<file path="src/inc/pgee_consts.svh">
// How it works
// - write strobe: WE low pulse, OE high
// - next byte within 150 us
// - upper address same across a page
// - three-byte guard enable sequence
// - guarded writes need the prefix
// - command bytes follow page timing
`ifndef PGEE_CONSTS_SVH
`define PGEE_CONSTS_SVH
`define PGEE_CLK_NS        40
`define PGEE_BLC_US        150
`define PGEE_BLC_CYC       ((`PGEE_BLC_US * 1000) / `PGEE_CLK_NS)
`define PGEE_BLC_SAFE_CYC  (`PGEE_BLC_CYC / 2)
`define PGEE_WC_MS         10
`define PGEE_WC_CYC        ((`PGEE_WC_MS * 1000000) / `PGEE_CLK_NS)
`define PGEE_PON_MS        5
`define PGEE_PON_CYC       ((`PGEE_PON_MS * 1000000) / `PGEE_CLK_NS)
`define PGEE_PULSE_NS      120
`define PGEE_PULSE_CYC     ((`PGEE_PULSE_NS + `PGEE_CLK_NS - 1) / `PGEE_CLK_NS)
`define PGEE_PAGE_BYTES    128
`define PGEE_ID_BASE       17'h1FF80
`define PGEE_CMD_A0        17'h05555
`define PGEE_CMD_A1        17'h02AAA
`define PGEE_CMD_A2        17'h05555
`define PGEE_CMD_D0        8'hAA
`define PGEE_CMD_D1        8'h55
`define PGEE_CMD_EN        8'hA0
`define PGEE_CMD_DIS       8'h20
`define PGEE_POLL_BIT      7
`define PGEE_FLIP_BIT      6
`endif

</file>
<file path="src/inc/pgee_pkg.sv">
package pgee_pkg;
  // host request
  typedef struct packed {
    logic        valid;
    logic        write;
    logic        last;
    logic        id_area;
    logic [16:0] addr;
    logic [7:0]  data;
  } pgee_req_t;
  // host answer
  typedef struct packed {
    logic       done;
    logic       timeout;
    logic [7:0] data;
  } pgee_rsp_t;
  // pin bundle driven to the memory
  typedef struct packed {
    logic        ce_n;
    logic        oe_n;
    logic        we_n;
    logic        id_hv;
    logic [16:0] addr;
    logic [7:0]  dq_out;
    logic        dq_oe;
  } pgee_pins_t;
  typedef enum logic [2:0] {
    PGEE_PWRUP = 3'b000,
    PGEE_IDLE  = 3'b001,
    PGEE_STRB  = 3'b011,
    PGEE_GAP   = 3'b010,
    PGEE_RD    = 3'b110,
    PGEE_POLL  = 3'b111,
    PGEE_CHK   = 3'b101
  } pgee_state_t;
endpackage

</file>
<file path="src/pgee_timer.sv">
`timescale 1ns/100ps
`default_nettype none
// down counter with load and zero flag
module pgee_timer
  import pgee_pkg::*;
#(
  parameter int W = 24
) (
  // clock and reset
  input  wire logic         CORE_CLK,
  input  wire logic         RST,
  // control
  input  wire logic         load,
  input  wire logic [W-1:0] value,
  // status
  output logic              zero
);
  logic [W-1:0] count;  // remaining cycles
  // load wins, otherwise count to zero
  always_ff @(posedge CORE_CLK) begin
    if (RST) begin
      count <= '0;
    end else if (load) begin
      count <= value;
    end else if (count != '0) begin
      count <= count - W'(1);
    end
  end
  assign zero = (count == '0);
endmodule
`default_nettype wire

</file>
<file path="src/pgee_host.sv">
`timescale 1ns/100ps
`default_nettype none
`include "pgee_consts.svh"
// host controller driving the paged memory pins
module pgee_host
  import pgee_pkg::*;
#(
  parameter int          PON_CYC  = `PGEE_PON_CYC,
  parameter int          WC_CYC   = `PGEE_WC_CYC,
  parameter int          GAP_CYC  = `PGEE_BLC_SAFE_CYC,
  parameter int          PLS_CYC  = `PGEE_PULSE_CYC,
  parameter logic [16:0] CMD_A0   = `PGEE_CMD_A0,
  parameter logic [16:0] CMD_A1   = `PGEE_CMD_A1,
  parameter logic [16:0] CMD_A2   = `PGEE_CMD_A2,
  parameter logic [7:0]  CMD_D0   = `PGEE_CMD_D0,
  parameter logic [7:0]  CMD_D1   = `PGEE_CMD_D1,
  parameter logic [7:0]  CMD_EN   = `PGEE_CMD_EN,
  parameter logic [7:0]  CMD_DIS  = `PGEE_CMD_DIS
) (
  // clock and reset
  input  wire logic        CORE_CLK,
  input  wire logic        RST,
  // user request
  input  wire logic        REQ_VALID,
  input  wire logic        REQ_WRITE,
  input  wire logic        REQ_LAST,
  input  wire logic        REQ_ID,
  input  wire logic [16:0] REQ_ADDR,
  input  wire logic [7:0]  REQ_DATA,
  input  wire logic        GUARD_PREFIX,
  input  wire logic        GUARD_DISABLE,
  output logic             REQ_READY,
  // user answer
  output logic             RSP_DONE,
  output logic             RSP_TIMEOUT,
  output logic [7:0]       RSP_DATA,
  // memory pins
  output logic             MEM_CE_N,
  output logic             MEM_OE_N,
  output logic             MEM_WE_N,
  output logic             MEM_ID_HV,
  output logic [16:0]      MEM_ADDR,
  output logic [7:0]       MEM_DQ_OUT,
  output logic             MEM_DQ_OE,
  input  wire logic [7:0]  MEM_DQ_IN
);
  localparam int TW = 24;
  // refuse timing the sequencer cannot serve
  if (PLS_CYC < 3 || PLS_CYC > 250 || GAP_CYC < 2 || GAP_CYC >= `PGEE_BLC_CYC ||
      WC_CYC >= (1 << TW) || PON_CYC >= (1 << TW)) begin : g_bad_timing
    $error("pgee_host: timing parameter out of range");
  end
  // complete state
  typedef struct packed {
    pgee_state_t st;
    pgee_pins_t  pin;
    logic [7:0]  ph;
    logic [1:0]  pre;
    logic [7:0]  cnt;
    logic        first;
    logic        in_page;
    logic        last_w;
    logic [9:0]  page;
    logic [7:0]  wdat;
    logic [7:0]  prevp;
    logic        rdy;
    pgee_rsp_t   rsp;
    pgee_req_t   hold;
  } pgee_core_t;
  pgee_core_t s;       // registered state
  pgee_core_t next_s;  // next state
  logic       t_load;  // timer reload
  logic [TW-1:0] t_val;
  logic       t_zero;
  // shared delay timer
  pgee_timer #(.W(TW)) u_tmr (
    .CORE_CLK (CORE_CLK),
    .RST      (RST),
    .load     (t_load),
    .value    (t_val),
    .zero     (t_zero)
  );
  // sequencing of pins
  always_comb begin
    next_s = s;
    t_load = 1'b0;
    t_val  = '0;
    next_s.rsp.done    = 1'b0;
    next_s.rsp.timeout = 1'b0;
    next_s.rdy         = 1'b0;
    unique case (s.st)
      PGEE_PWRUP: begin
        if (s.first) begin
          t_load = 1'b1;
          t_val  = TW'(PON_CYC);
          next_s.first = 1'b0;
        end else if (t_zero) begin
          next_s.st  = PGEE_IDLE;
          next_s.rdy = 1'b1;
        end
      end
      PGEE_IDLE: begin
        next_s.rdy = 1'b1;
        if (s.in_page && t_zero) begin
          next_s.in_page = 1'b0;
          next_s.first   = 1'b1;  // first poll has no earlier read to compare
          next_s.st  = PGEE_POLL;
          next_s.rdy = 1'b0;
          t_load = 1'b1;
          t_val  = TW'(WC_CYC);
        end else if (REQ_VALID && s.rdy) begin
          next_s.rdy  = 1'b0;
          next_s.hold = '{1'b1, REQ_WRITE, REQ_LAST, REQ_ID, REQ_ADDR, REQ_DATA};
          next_s.pin.id_hv = REQ_ID;
          if (REQ_WRITE) begin
            // prefix or disable sequence before first byte of a page
            next_s.pre = (!s.in_page && (GUARD_PREFIX || GUARD_DISABLE)) ? 2'h0 : 2'h3;
            next_s.cnt = GUARD_DISABLE ? 8'h06 : 8'h03;
            next_s.st  = PGEE_STRB;
            next_s.ph  = 8'h00;
          end else begin
            next_s.st  = PGEE_RD;
            next_s.ph  = 8'h00;
          end
        end
      end
      PGEE_STRB: begin
        // choose the byte of this strobe
        next_s.ph = s.ph + 8'h01;
        if (s.ph == 8'h00) begin
          next_s.pin.oe_n  = 1'b1;
          next_s.pin.dq_oe = 1'b1;
          if (s.pre != 2'h3) begin
            next_s.pin.addr   = (s.cnt[0] ^ (s.pre == 2'h1)) ? CMD_A1 : CMD_A0;
            next_s.pin.addr   = (s.pre == 2'h2) ? CMD_A2 : next_s.pin.addr;
            next_s.pin.dq_out = (s.pre == 2'h0) ? CMD_D0 :
                                (s.pre == 2'h1) ? CMD_D1 :
                                (s.cnt == 8'h06) ? CMD_DIS : CMD_EN;
            next_s.pin.addr   = (s.pre == 2'h1) ? CMD_A1 : next_s.pin.addr;
            next_s.pin.addr   = (s.pre == 2'h0) ? CMD_A0 : next_s.pin.addr;
          end else begin
            next_s.pin.addr   = s.hold.id_area ? (`PGEE_ID_BASE | {10'h000, s.hold.addr[6:0]})
                                               : s.hold.addr;
            next_s.pin.dq_out = s.hold.data;
            next_s.page       = next_s.pin.addr[16:7];
            next_s.wdat       = s.hold.data;
          end
        end else if (s.ph == 8'h01) begin
          next_s.pin.ce_n = 1'b0;
          next_s.pin.we_n = 1'b0;
        end else if (s.ph == 8'(PLS_CYC + 1)) begin
          next_s.pin.we_n = 1'b1;
          next_s.pin.ce_n = 1'b1;
        end else if (s.ph == 8'(PLS_CYC + 2)) begin
          next_s.pin.dq_oe = 1'b0;
          next_s.st = PGEE_GAP;
        end
      end
      PGEE_GAP: begin
        // load timeout restarts on every byte except the last, which loads the write cycle timeout
        t_load = 1'b1;
        t_val  = TW'(GAP_CYC);
        next_s.in_page = 1'b1;
        if (s.pre != 2'h3 && !(s.pre == 2'h2 && s.cnt == 8'h06)) begin
          next_s.pre = s.pre + 2'h1;
          next_s.st  = PGEE_STRB;
          next_s.ph  = 8'h00;
        end else if (s.pre == 2'h2 && s.cnt == 8'h06) begin
          next_s.pre = 2'h3;
          next_s.st  = PGEE_IDLE;
          next_s.rsp.done = 1'b1;  // disable sequence holds no data
          next_s.hold.last = 1'b1;
          next_s.last_w = 1'b0;
        end else begin
          next_s.st = PGEE_IDLE;
          next_s.rsp.done = 1'b1;
          next_s.last_w = 1'b1;
          next_s.in_page = ~s.hold.last;
        end
        if (s.pre == 2'h3 && s.hold.last) begin
          next_s.st  = PGEE_POLL;
          next_s.in_page = 1'b0;
          t_val = TW'(WC_CYC);
          next_s.first = 1'b1;  // first poll has no earlier read to compare
        end
      end
      PGEE_RD: begin
        next_s.ph = s.ph + 8'h01;
        if (s.ph == 8'h00) begin
          next_s.pin.addr = s.hold.id_area ? (`PGEE_ID_BASE | {10'h000, s.hold.addr[6:0]})
                                           : s.hold.addr;
          next_s.pin.dq_oe = 1'b0;
        end else if (s.ph == 8'h01) begin
          next_s.pin.ce_n = 1'b0;
          next_s.pin.oe_n = 1'b0;
        end else if (s.ph == 8'(PLS_CYC + 1)) begin
          next_s.rsp.data = MEM_DQ_IN;
          next_s.pin.ce_n = 1'b1;
          next_s.pin.oe_n = 1'b1;
          if (s.st == PGEE_RD && s.hold.valid && !s.hold.write) begin
            next_s.rsp.done = 1'b1;
            next_s.hold.valid = 1'b0;
            next_s.st = (s.in_page) ? PGEE_IDLE : PGEE_IDLE;
          end
        end
      end
      PGEE_POLL: begin
        // read last byte until poll and flip bits settle
        next_s.ph = s.ph + 8'h01;
        if (s.ph == 8'h00) begin
          next_s.pin.addr = {s.page, s.hold.id_area ? s.hold.addr[6:0] : s.pin.addr[6:0]};
          next_s.pin.dq_oe = 1'b0;
        end else if (s.ph == 8'h01) begin
          next_s.pin.ce_n = 1'b0;
          next_s.pin.oe_n = 1'b0;
        end else if (s.ph == 8'(PLS_CYC + 1)) begin
          next_s.pin.ce_n = 1'b1;
          next_s.pin.oe_n = 1'b1;
          next_s.prevp    = MEM_DQ_IN;
          next_s.st       = PGEE_CHK;
        end
      end
      PGEE_CHK: begin
        next_s.ph = 8'h00;
        // true bit 7 and stable flip bit mean done
        if (!s.first && (s.prevp[`PGEE_POLL_BIT] == s.wdat[`PGEE_POLL_BIT] || !s.last_w) &&
            s.prevp[`PGEE_FLIP_BIT] == s.rsp.data[`PGEE_FLIP_BIT]) begin
          next_s.st = PGEE_IDLE;
          next_s.pin.id_hv = 1'b0;
          next_s.rsp.done = 1'b1;
        end else if (t_zero) begin
          next_s.st = PGEE_IDLE;
          next_s.pin.id_hv = 1'b0;
          next_s.rsp.timeout = 1'b1;
        end else begin
          next_s.st = PGEE_POLL;
        end
        next_s.rsp.data = s.prevp;
        next_s.first    = 1'b0;
        next_s.last_w = (next_s.st == PGEE_IDLE) ? 1'b0 : s.last_w;
      end
      default: begin
        next_s.st = PGEE_IDLE;
      end
    endcase
  end
  // register all state; guard state lives in the device
  always_ff @(posedge CORE_CLK) begin
    if (RST) begin
      s       <= '0;
      s.st    <= PGEE_PWRUP;
      s.first <= 1'b1;
      s.pre   <= 2'h3;
      s.pin   <= '{1'b1, 1'b1, 1'b1, 1'b0, 17'h00000, 8'h00, 1'b0};
    end else begin
      s <= next_s;
    end
  end
  assign REQ_READY   = s.rdy;
  assign RSP_DONE    = s.rsp.done;
  assign RSP_TIMEOUT = s.rsp.timeout;
  assign RSP_DATA    = s.rsp.data;
  assign MEM_CE_N    = s.pin.ce_n;
  assign MEM_OE_N    = s.pin.oe_n;
  assign MEM_WE_N    = s.pin.we_n;
  assign MEM_ID_HV   = s.pin.id_hv;
  assign MEM_ADDR    = s.pin.addr;
  assign MEM_DQ_OUT  = s.pin.dq_out;
  assign MEM_DQ_OE   = s.pin.dq_oe;
endmodule
`default_nettype wire

</file>
<file path="config.mk">
export PLATFORM = sky130hd
export DESIGN_NAME = pgee_host
export DESIGN_NICKNAME = d
export VERILOG_FILES = /design/src/inc/pgee_pkg.sv /design/src/pgee_timer.sv /design/src/pgee_host.sv
export VERILOG_INCLUDE_DIRS = /design/src /design/src/inc
export SDC_FILE = /design/constraint.sdc
export NUM_CORES = 1
export LEC_CHECK = 0
export BUFFER_PORTS_ARGS = -buffer_cell sky130_fd_sc_hd__buf_2
export CAP_MARGIN = 10
export CORE_MARGIN = 4
export CORE_UTILIZATION = 38
export CTS_CLUSTER_DIAMETER = 80
export DETAILED_ROUTE_END_ITERATION = 8
export GPL_ROUTABILITY_DRIVEN = 0
export PLACE_DENSITY_LB_ADDON = 0.12
export SLEW_MARGIN = 20
export SYNTH_ARGS = -nofsm -noshare
export SYNTH_HDL_FRONTEND = slang
export SYNTH_SLANG_ARGS = --single-unit
</file>
<file path="constraint.sdc">
create_clock -name CORE_CLK -period 3.49 [get_ports CORE_CLK]
set_clock_uncertainty 0.1 [all_clocks]
set_input_delay 0.1745 -clock CORE_CLK [delete_from_list [all_inputs] [get_ports CORE_CLK]]
set_output_delay 0.1745 -clock CORE_CLK [all_outputs]
set_load 0.005 [all_outputs]
</file>
==> flow_summary.toml, run 1 <==
[setup_path]
cp_top_family = "simple AND/OR/NAND/NOR gates"
critical_path.slowest_cell = "or4_4"
worstPathCellList = "or4_1 > or4_4 > o21ai_4 > buf_12 > mux2i_1 > nor2_1"
slowest_delay_ns = 0.69
cp.required_ns = 3.67
crit_fanout = 23
worst_setup_path_end_kind = "register"
path_class = "reg -> reg"
cp.arrival_ns = 3.17
startpoint_type = "register"
path_buf_inv = 1

[pwr]
clkPwrFrac_pct = 33.3
pwr-share-comb_pct = 29.8
p_leak_uw = 0.00311
power_frac_seq_pct = 36.9
switchingPower_uw = 1770
internal_power_uw = 3310
power.share.switching_pct = 34.8
p_per_area_nw_per_um2 = 649
peakVddDrop_uv = 354

[sta]
period_minus_slack_ns = 2.99
rsz0062_at_grt = "no"
holdWs_ns = 0.00249
hold_viol = 0
slew_violations = 0
fin_tns_setup_ns = 0
setup_viol = 0
tightest_slew_ns = 0.801
slew_headroom_pct = 46.2
fmax_mhz = 335
period_share_pct = 85.6

[global_route]
grt_pass1_wl_mm = 29.3
antenna_found_initial = 0
grt_pass1_vias = 5602
overflow = 0
grt_max_degree = 60
track_usage_pct = 18.3

[floorplanning]
start_util_pct = 39.3
ioPinCount = 82
coreArea_sq_um = 16800
die-area_sq_um = 19500
rows = 47
dieWidth_um = 140
die_h_um = 140

[clock_tree]
clkSlewWorstSetupHoldPaths_ns = 0.06
post-cts-setup-buffers = 0
cts_root_buffer = "clkbuf_16"
cts.repair.resized = 0
hold_buffers = 35
cts.sinks = 132
clock_path_buffers = 2
cts_made_buffers = 17
htree_levels = 4
cts_tree = "yes"
clk-insertion-delay-late_ns = 0.42

[hold_path]
hold_class = "in -> reg"

[logic_synthesis]
yosysSeqAreaShare_pct = 40.2
yosys_most_used_dff = "dfxtp_1"
synth_cell_type_count = 72
syn_area_sq_um = 6580
yosysWarnings = 0
synthCells = 768
synth_area_per_cell_sq_um = 8.57
synth_nets = 814
synth-edff-count = 0
ys_ff_latch = 132
async_reset_ff_share_pct = 0

[routing]
routed_wl_mm = 17.8
first_pass_iters = 5
drc = 0
drt-initial-drc-count = 357
viasPerCell = 5.50
antenna_left = 0
vias = 5864
wl_per_cell_um = 16.7

[cells_and_area]
antennaDiodeCount = 0
drive_gt1_share_pct = 17.3
final_common_cell = "dfxtp_1"
multiInputGateArea_sq_um = 3430
regArea_sq_um = 2640
final_nets = 881
fillers = 1631
layout_common_cells = "132 x dfxtp_1, 114 x nor2_1, 80 x buf_2"
final_design_area_no_fill_sq_um = 7820
final_util_pct = 46.7
area_growth_pct = 18.9

[status]
status = "finished clean"

[place]
place_area_sq_um = 6920
dp_hpwl_mm = 12.5
io_buffers = 81

[job]
max-cap-violations = 0
## synth_stat cells, types with 4 or more instances
library cell / instances / area share (%)
clkbuf_1: 39 / 2.2
nand3_1: 19 / 1.4
and3_1: 8 / 0.76
nand2b_1: 13 / 1.2
a311oi_1: 7 / 0.93
o21a_1: 9 / 1.0
nand2_1: 49 / 2.8
and2_1: 5 / 0.48
buf_2: 5 / 0.38
buf_6: 4 / 0.68
dfxtp_1: 132 / 40
o41ai_1: 4 / 0.53
nor3b_1: 4 / 0.46
or4_1: 10 / 1.1
nor4_1: 10 / 0.95
o31a_1: 4 / 0.53
xnor2_1: 7 / 0.93
ha_1: 5 / 0.95
buf_4: 34 / 3.9
nand4_1: 7 / 0.67
nor3_1: 17 / 1.3
a21oi_1: 45 / 3.4
nor2_1: 114 / 6.5
xor2_1: 5 / 0.67
o31ai_1: 10 / 1.1
a31oi_1: 8 / 0.76
mux2i_1: 48 / 7.3
o211ai_1: 7 / 0.80
inv_1: 11 / 0.63
a211oi_1: 39 / 4.4
nor2b_1: 6 / 0.57
o21ai_0: 24 / 1.8
or3_1: 7 / 0.67
## worst register-to-register path, stage by stage, from the launching register on
cell and delay (ns):
dfxtp_1 0.35, or4_1 0.66, or4_4 0.69, o21ai_4 0.47
buf_12 0.26, mux2i_1 0.26, nor2_1 0.06
## stage by stage
step           instances  total power, uW  worst slack [ns]
3_3_place_gp        1001             3350             0.621
6_report            1066             5080             0.504
2_1_floorplan        768             3000              1.05
4_1_cts             1066             5090             0.498
5_1_grt             1066             5370             0.364
3_5_place_dp        1001             3370             0.513
## cell type report
type	instances	share of cell area, %
clock inverters	8	0.992
inverters	11	0.528
well taps	220	3.52
flip-flops and latches	132	33.8
repair buffers	131	11.3
multi-input cells	542	43.8
clock buffers	22	6.06
## power by group through the flow
stage                     Clock (uW)  Sequential [uW]  Combinational, uW
after floorplan                    0             1810               1190
after global placement             0             1900               1460
after detailed placement           0             1900               1470
after CTS                       1710             1870               1510
after global routing            1780             1900               1680
final                           1690             1870               1510
## path summary, 6_finish.rpt
kind / from / end / slack, ns / cells after the start
worst max register to register: u_tmr.count[16] / s[15] / 0.50 / 6
worst max-delay path: u_tmr.count[16] / s[15] / 0.50 / 6
worst min-delay path: REQ_LAST / s[26] / 0.002 / 3
worst min register to register: MEM_DQ_OUT[2] / MEM_DQ_OUT[2] / 0.36 / 2
## sequential cells by signal, indices dropped and copies added (netlist names)
signal and cells:
s 67, MEM_ID_HV 1, MEM_DQ_OE 1, u_tmr.count 24, MEM_DQ_OUT 8, RSP_DONE 1, MEM_OE_N 1, REQ_READY 1
RSP_TIMEOUT 1, MEM_CE_N 1, MEM_WE_N 1, MEM_ADDR 17, RSP_DATA 8
## metal layers
| layer | GRT usage, % | vias up | part of all wire, % |
|---|---|---|---|
| li1 | - | 2900 | - |
| met3 | 4.43 | 22 | 5.2 |
| met5 | 0 | - | 0 |
| met2 | 26.8 | 150 | 44 |
| met1 | 26.7 | 2792 | 50 |
| met4 | 5.46 | 0 | 1.4 |
## kinds of logic after synthesis
family	share of synthesized area (%)
buffers and inverters	7.85
DFF	40.2
AOI/OAI and AO/OA	20.6
adders and majority gates	0.951
and+or+nand+nor	21.6
xor gates and xnor gates	1.60
muxes	7.30
Note: power is estimated with default switching activity, not from simulation.
==> run 2, diff against run 1 <==
Settings changed: CTS_BUF_LIST from default to sky130_fd_sc_hd__clkbuf_16.
==> run 2 against run 1 <==
Core utilization is 0.18 points lower. Cell area fell by 0.38%. Total power fell by 1.5%. Register-to-register slack is essentially flat. Critical path type unchanged. Flip-flop and latch count did not move. Maximum frequency is 0.21% lower. Combinational power about the same. Worst hold slack got worse by 0.0014 ns. Via count grew 0.32%. Wire length rose by 0.29%. Highest routed layer unchanged.
==> flow_summary.toml, run 2 (same netlist as run 1, synthesis figures left out) <==
[setup_path]
reg2reg_to = "s[15]"
r2r_slack_ns = 0.50
cp.required_ns = 3.67
ff2ff_path_depth = 6
worst_setup_path_end_kind = "register"
r2r-start = "u_tmr.count[16]"
cp.arrival_ns = 3.18
crit_fanout = 23
path_class = "reg -> reg"
startpoint_type = "register"

[clock_tree]
clock_path_buffers = 2
cts.sinks = 132
cts_made_buffers = 17
cts_tree = "yes"
clk-insertion-delay-late_ns = 0.42
post-cts-setup-buffers = 0
clkSlewWorstSetupHoldPaths_ns = 0.06
cts_root_buffer = "clkbuf_16"
htree_levels = 4

[routing]
drt-initial-drc-count = 397
viasPerCell = 5.52
wl_met1_mm = 8.68
first_pass_iters = 4
drc = 0
wl_per_cell_um = 16.7
vias = 5883
highest_layer = "met4"
routed_wl_mm = 17.8
antenna_left = 0
dr_wl_met3_mm = 1.03
wl_met2_mm = 7.88

[cells_and_area]
regMostFlops = "s"
area_growth_pct = 18.4
layout_common_cells = "132 x dfxtp_1, 114 x nor2_1, 80 x buf_2"
instances_no_fill = 1066
antennaDiodeCount = 0
final_common_cell = "dfxtp_1"
multiInputGateArea_sq_um = 3430
final_design_area_no_fill_sq_um = 7790
regArea_sq_um = 2640
drive_gt1_share_pct = 16.9
final_nets = 881
fillers = 1635
largest_reg_flops = 67

[sta]
fin_ws_ns = 0.498
fmax_mhz = 334
period_share_pct = 85.7
fin_tns_setup_ns = 0
period_minus_slack_ns = 2.99
tightest_slew_ns = 0.801
rsz0062_at_grt = "no"
slew_violations = 0
hold_viol = 0
setup_viol = 0
slew_headroom_pct = 46.3

[floorplanning]
die_h_um = 140
dieWidth_um = 140
rows = 47
ioPinCount = 82
coreArea_sq_um = 16800
start_util_pct = 39.3
die-area_sq_um = 19500

[place]
pre_cts_slack_ns = 0.513
dp.cells = 1001
io_buffers = 81
place_area_sq_um = 6920
dp_hpwl_mm = 12.5

[hold_path]
hold_class = "in -> reg"
holdPathStages = 3
hold_end = "s[26]"
min-delay-start = "REQ_LAST"

[global_route]
antenna_found_initial = 0
overflow = 0
grt_pass1_wl_mm = 29.3
track_usage_pct = 18.3
grt_max_degree = 60
grt_pass1_vias = 5602

[status]
status = "finished clean"

[pwr]
power_uw = 5010
p_leak_uw = 0.00310
p_per_area_nw_per_um2 = 642
peakVddDrop_uv = 355

[job]
max-cap-violations = 0
==> run 2: cell count changes in the layout (fill, tap and decap cells not counted) <==
cell      previous run  this run
clkbuf_8             3         0
clkbuf_1             2         0
clkinv_1             0         3
inv_1               11        13
==> run 2: worst max path at each step <==
stage / start / to / slack, ns / cells after the start
final: u_tmr.count[16] / s[15] / 0.50 / 6
after global routing: u_tmr.count[16] / s[15] / 0.36 / 6
after CTS: u_tmr.count[16] / s[15] / 0.49 / 6
after detailed placement: u_tmr.count[16] / s[15] / 0.51 / 6
after global placement: u_tmr.count[16] / s[21] / 0.62 / 6
after floorplan: u_tmr.count[16] / s[25] / 1.05 / 7
==> run 2: stage by stage <==
step | utilization, % | hold WS, ns
after floorplan | - | 0.218
after global placement | 41.3 | 0.306
after detailed placement | 41.3 | 0.312
after CTS | 46.5 | 0.000400
after global routing | 46.5 | 0.0136
final | 46.5 | 0.00113
==> run 2: critical path, stage by stage, from the launching register on <==
cell and delay (ns):
dfxtp_1 0.35, or4_1 0.66, or4_4 0.69, o21ai_4 0.47
buf_12 0.26, mux2i_1 0.24, nor2_1 0.06
==> run 2: power breakdown <==
| part | internal (uW) | switching [uW] |
|---|---|---|
| sequential | 1670 | 205 |
| clock | 954 | 658 |
| combinational | 617 | 901 |
| total | 3240 | 1760 |
==> run 2: layout make-up <==
type | instances | share of cell area (%)
timing repair buffer | 131 | 11.3
tap | 220 | 3.53
clock inverter | 13 | 1.24
clock buffer | 17 | 5.46
multi-input combinational | 542 | 44.0
inverter | 11 | 0.530
sequential | 132 | 33.9
==> run 2: timing repair <==
| item | 4_1_cts | 5_1_grt |
|---|---|---|
| hold buffers | 35 | 0 |
| resized for setup | 0 | 0 |
| hold endpoints to repair | 37 | 0 |
==> run 2: routing by layer <==
metal  vias up  GRT usage (%)
met1      2803           26.7
met2       168           26.8
met4         0           5.46
met5         -              0
met3        23           4.43
li1       2889              -
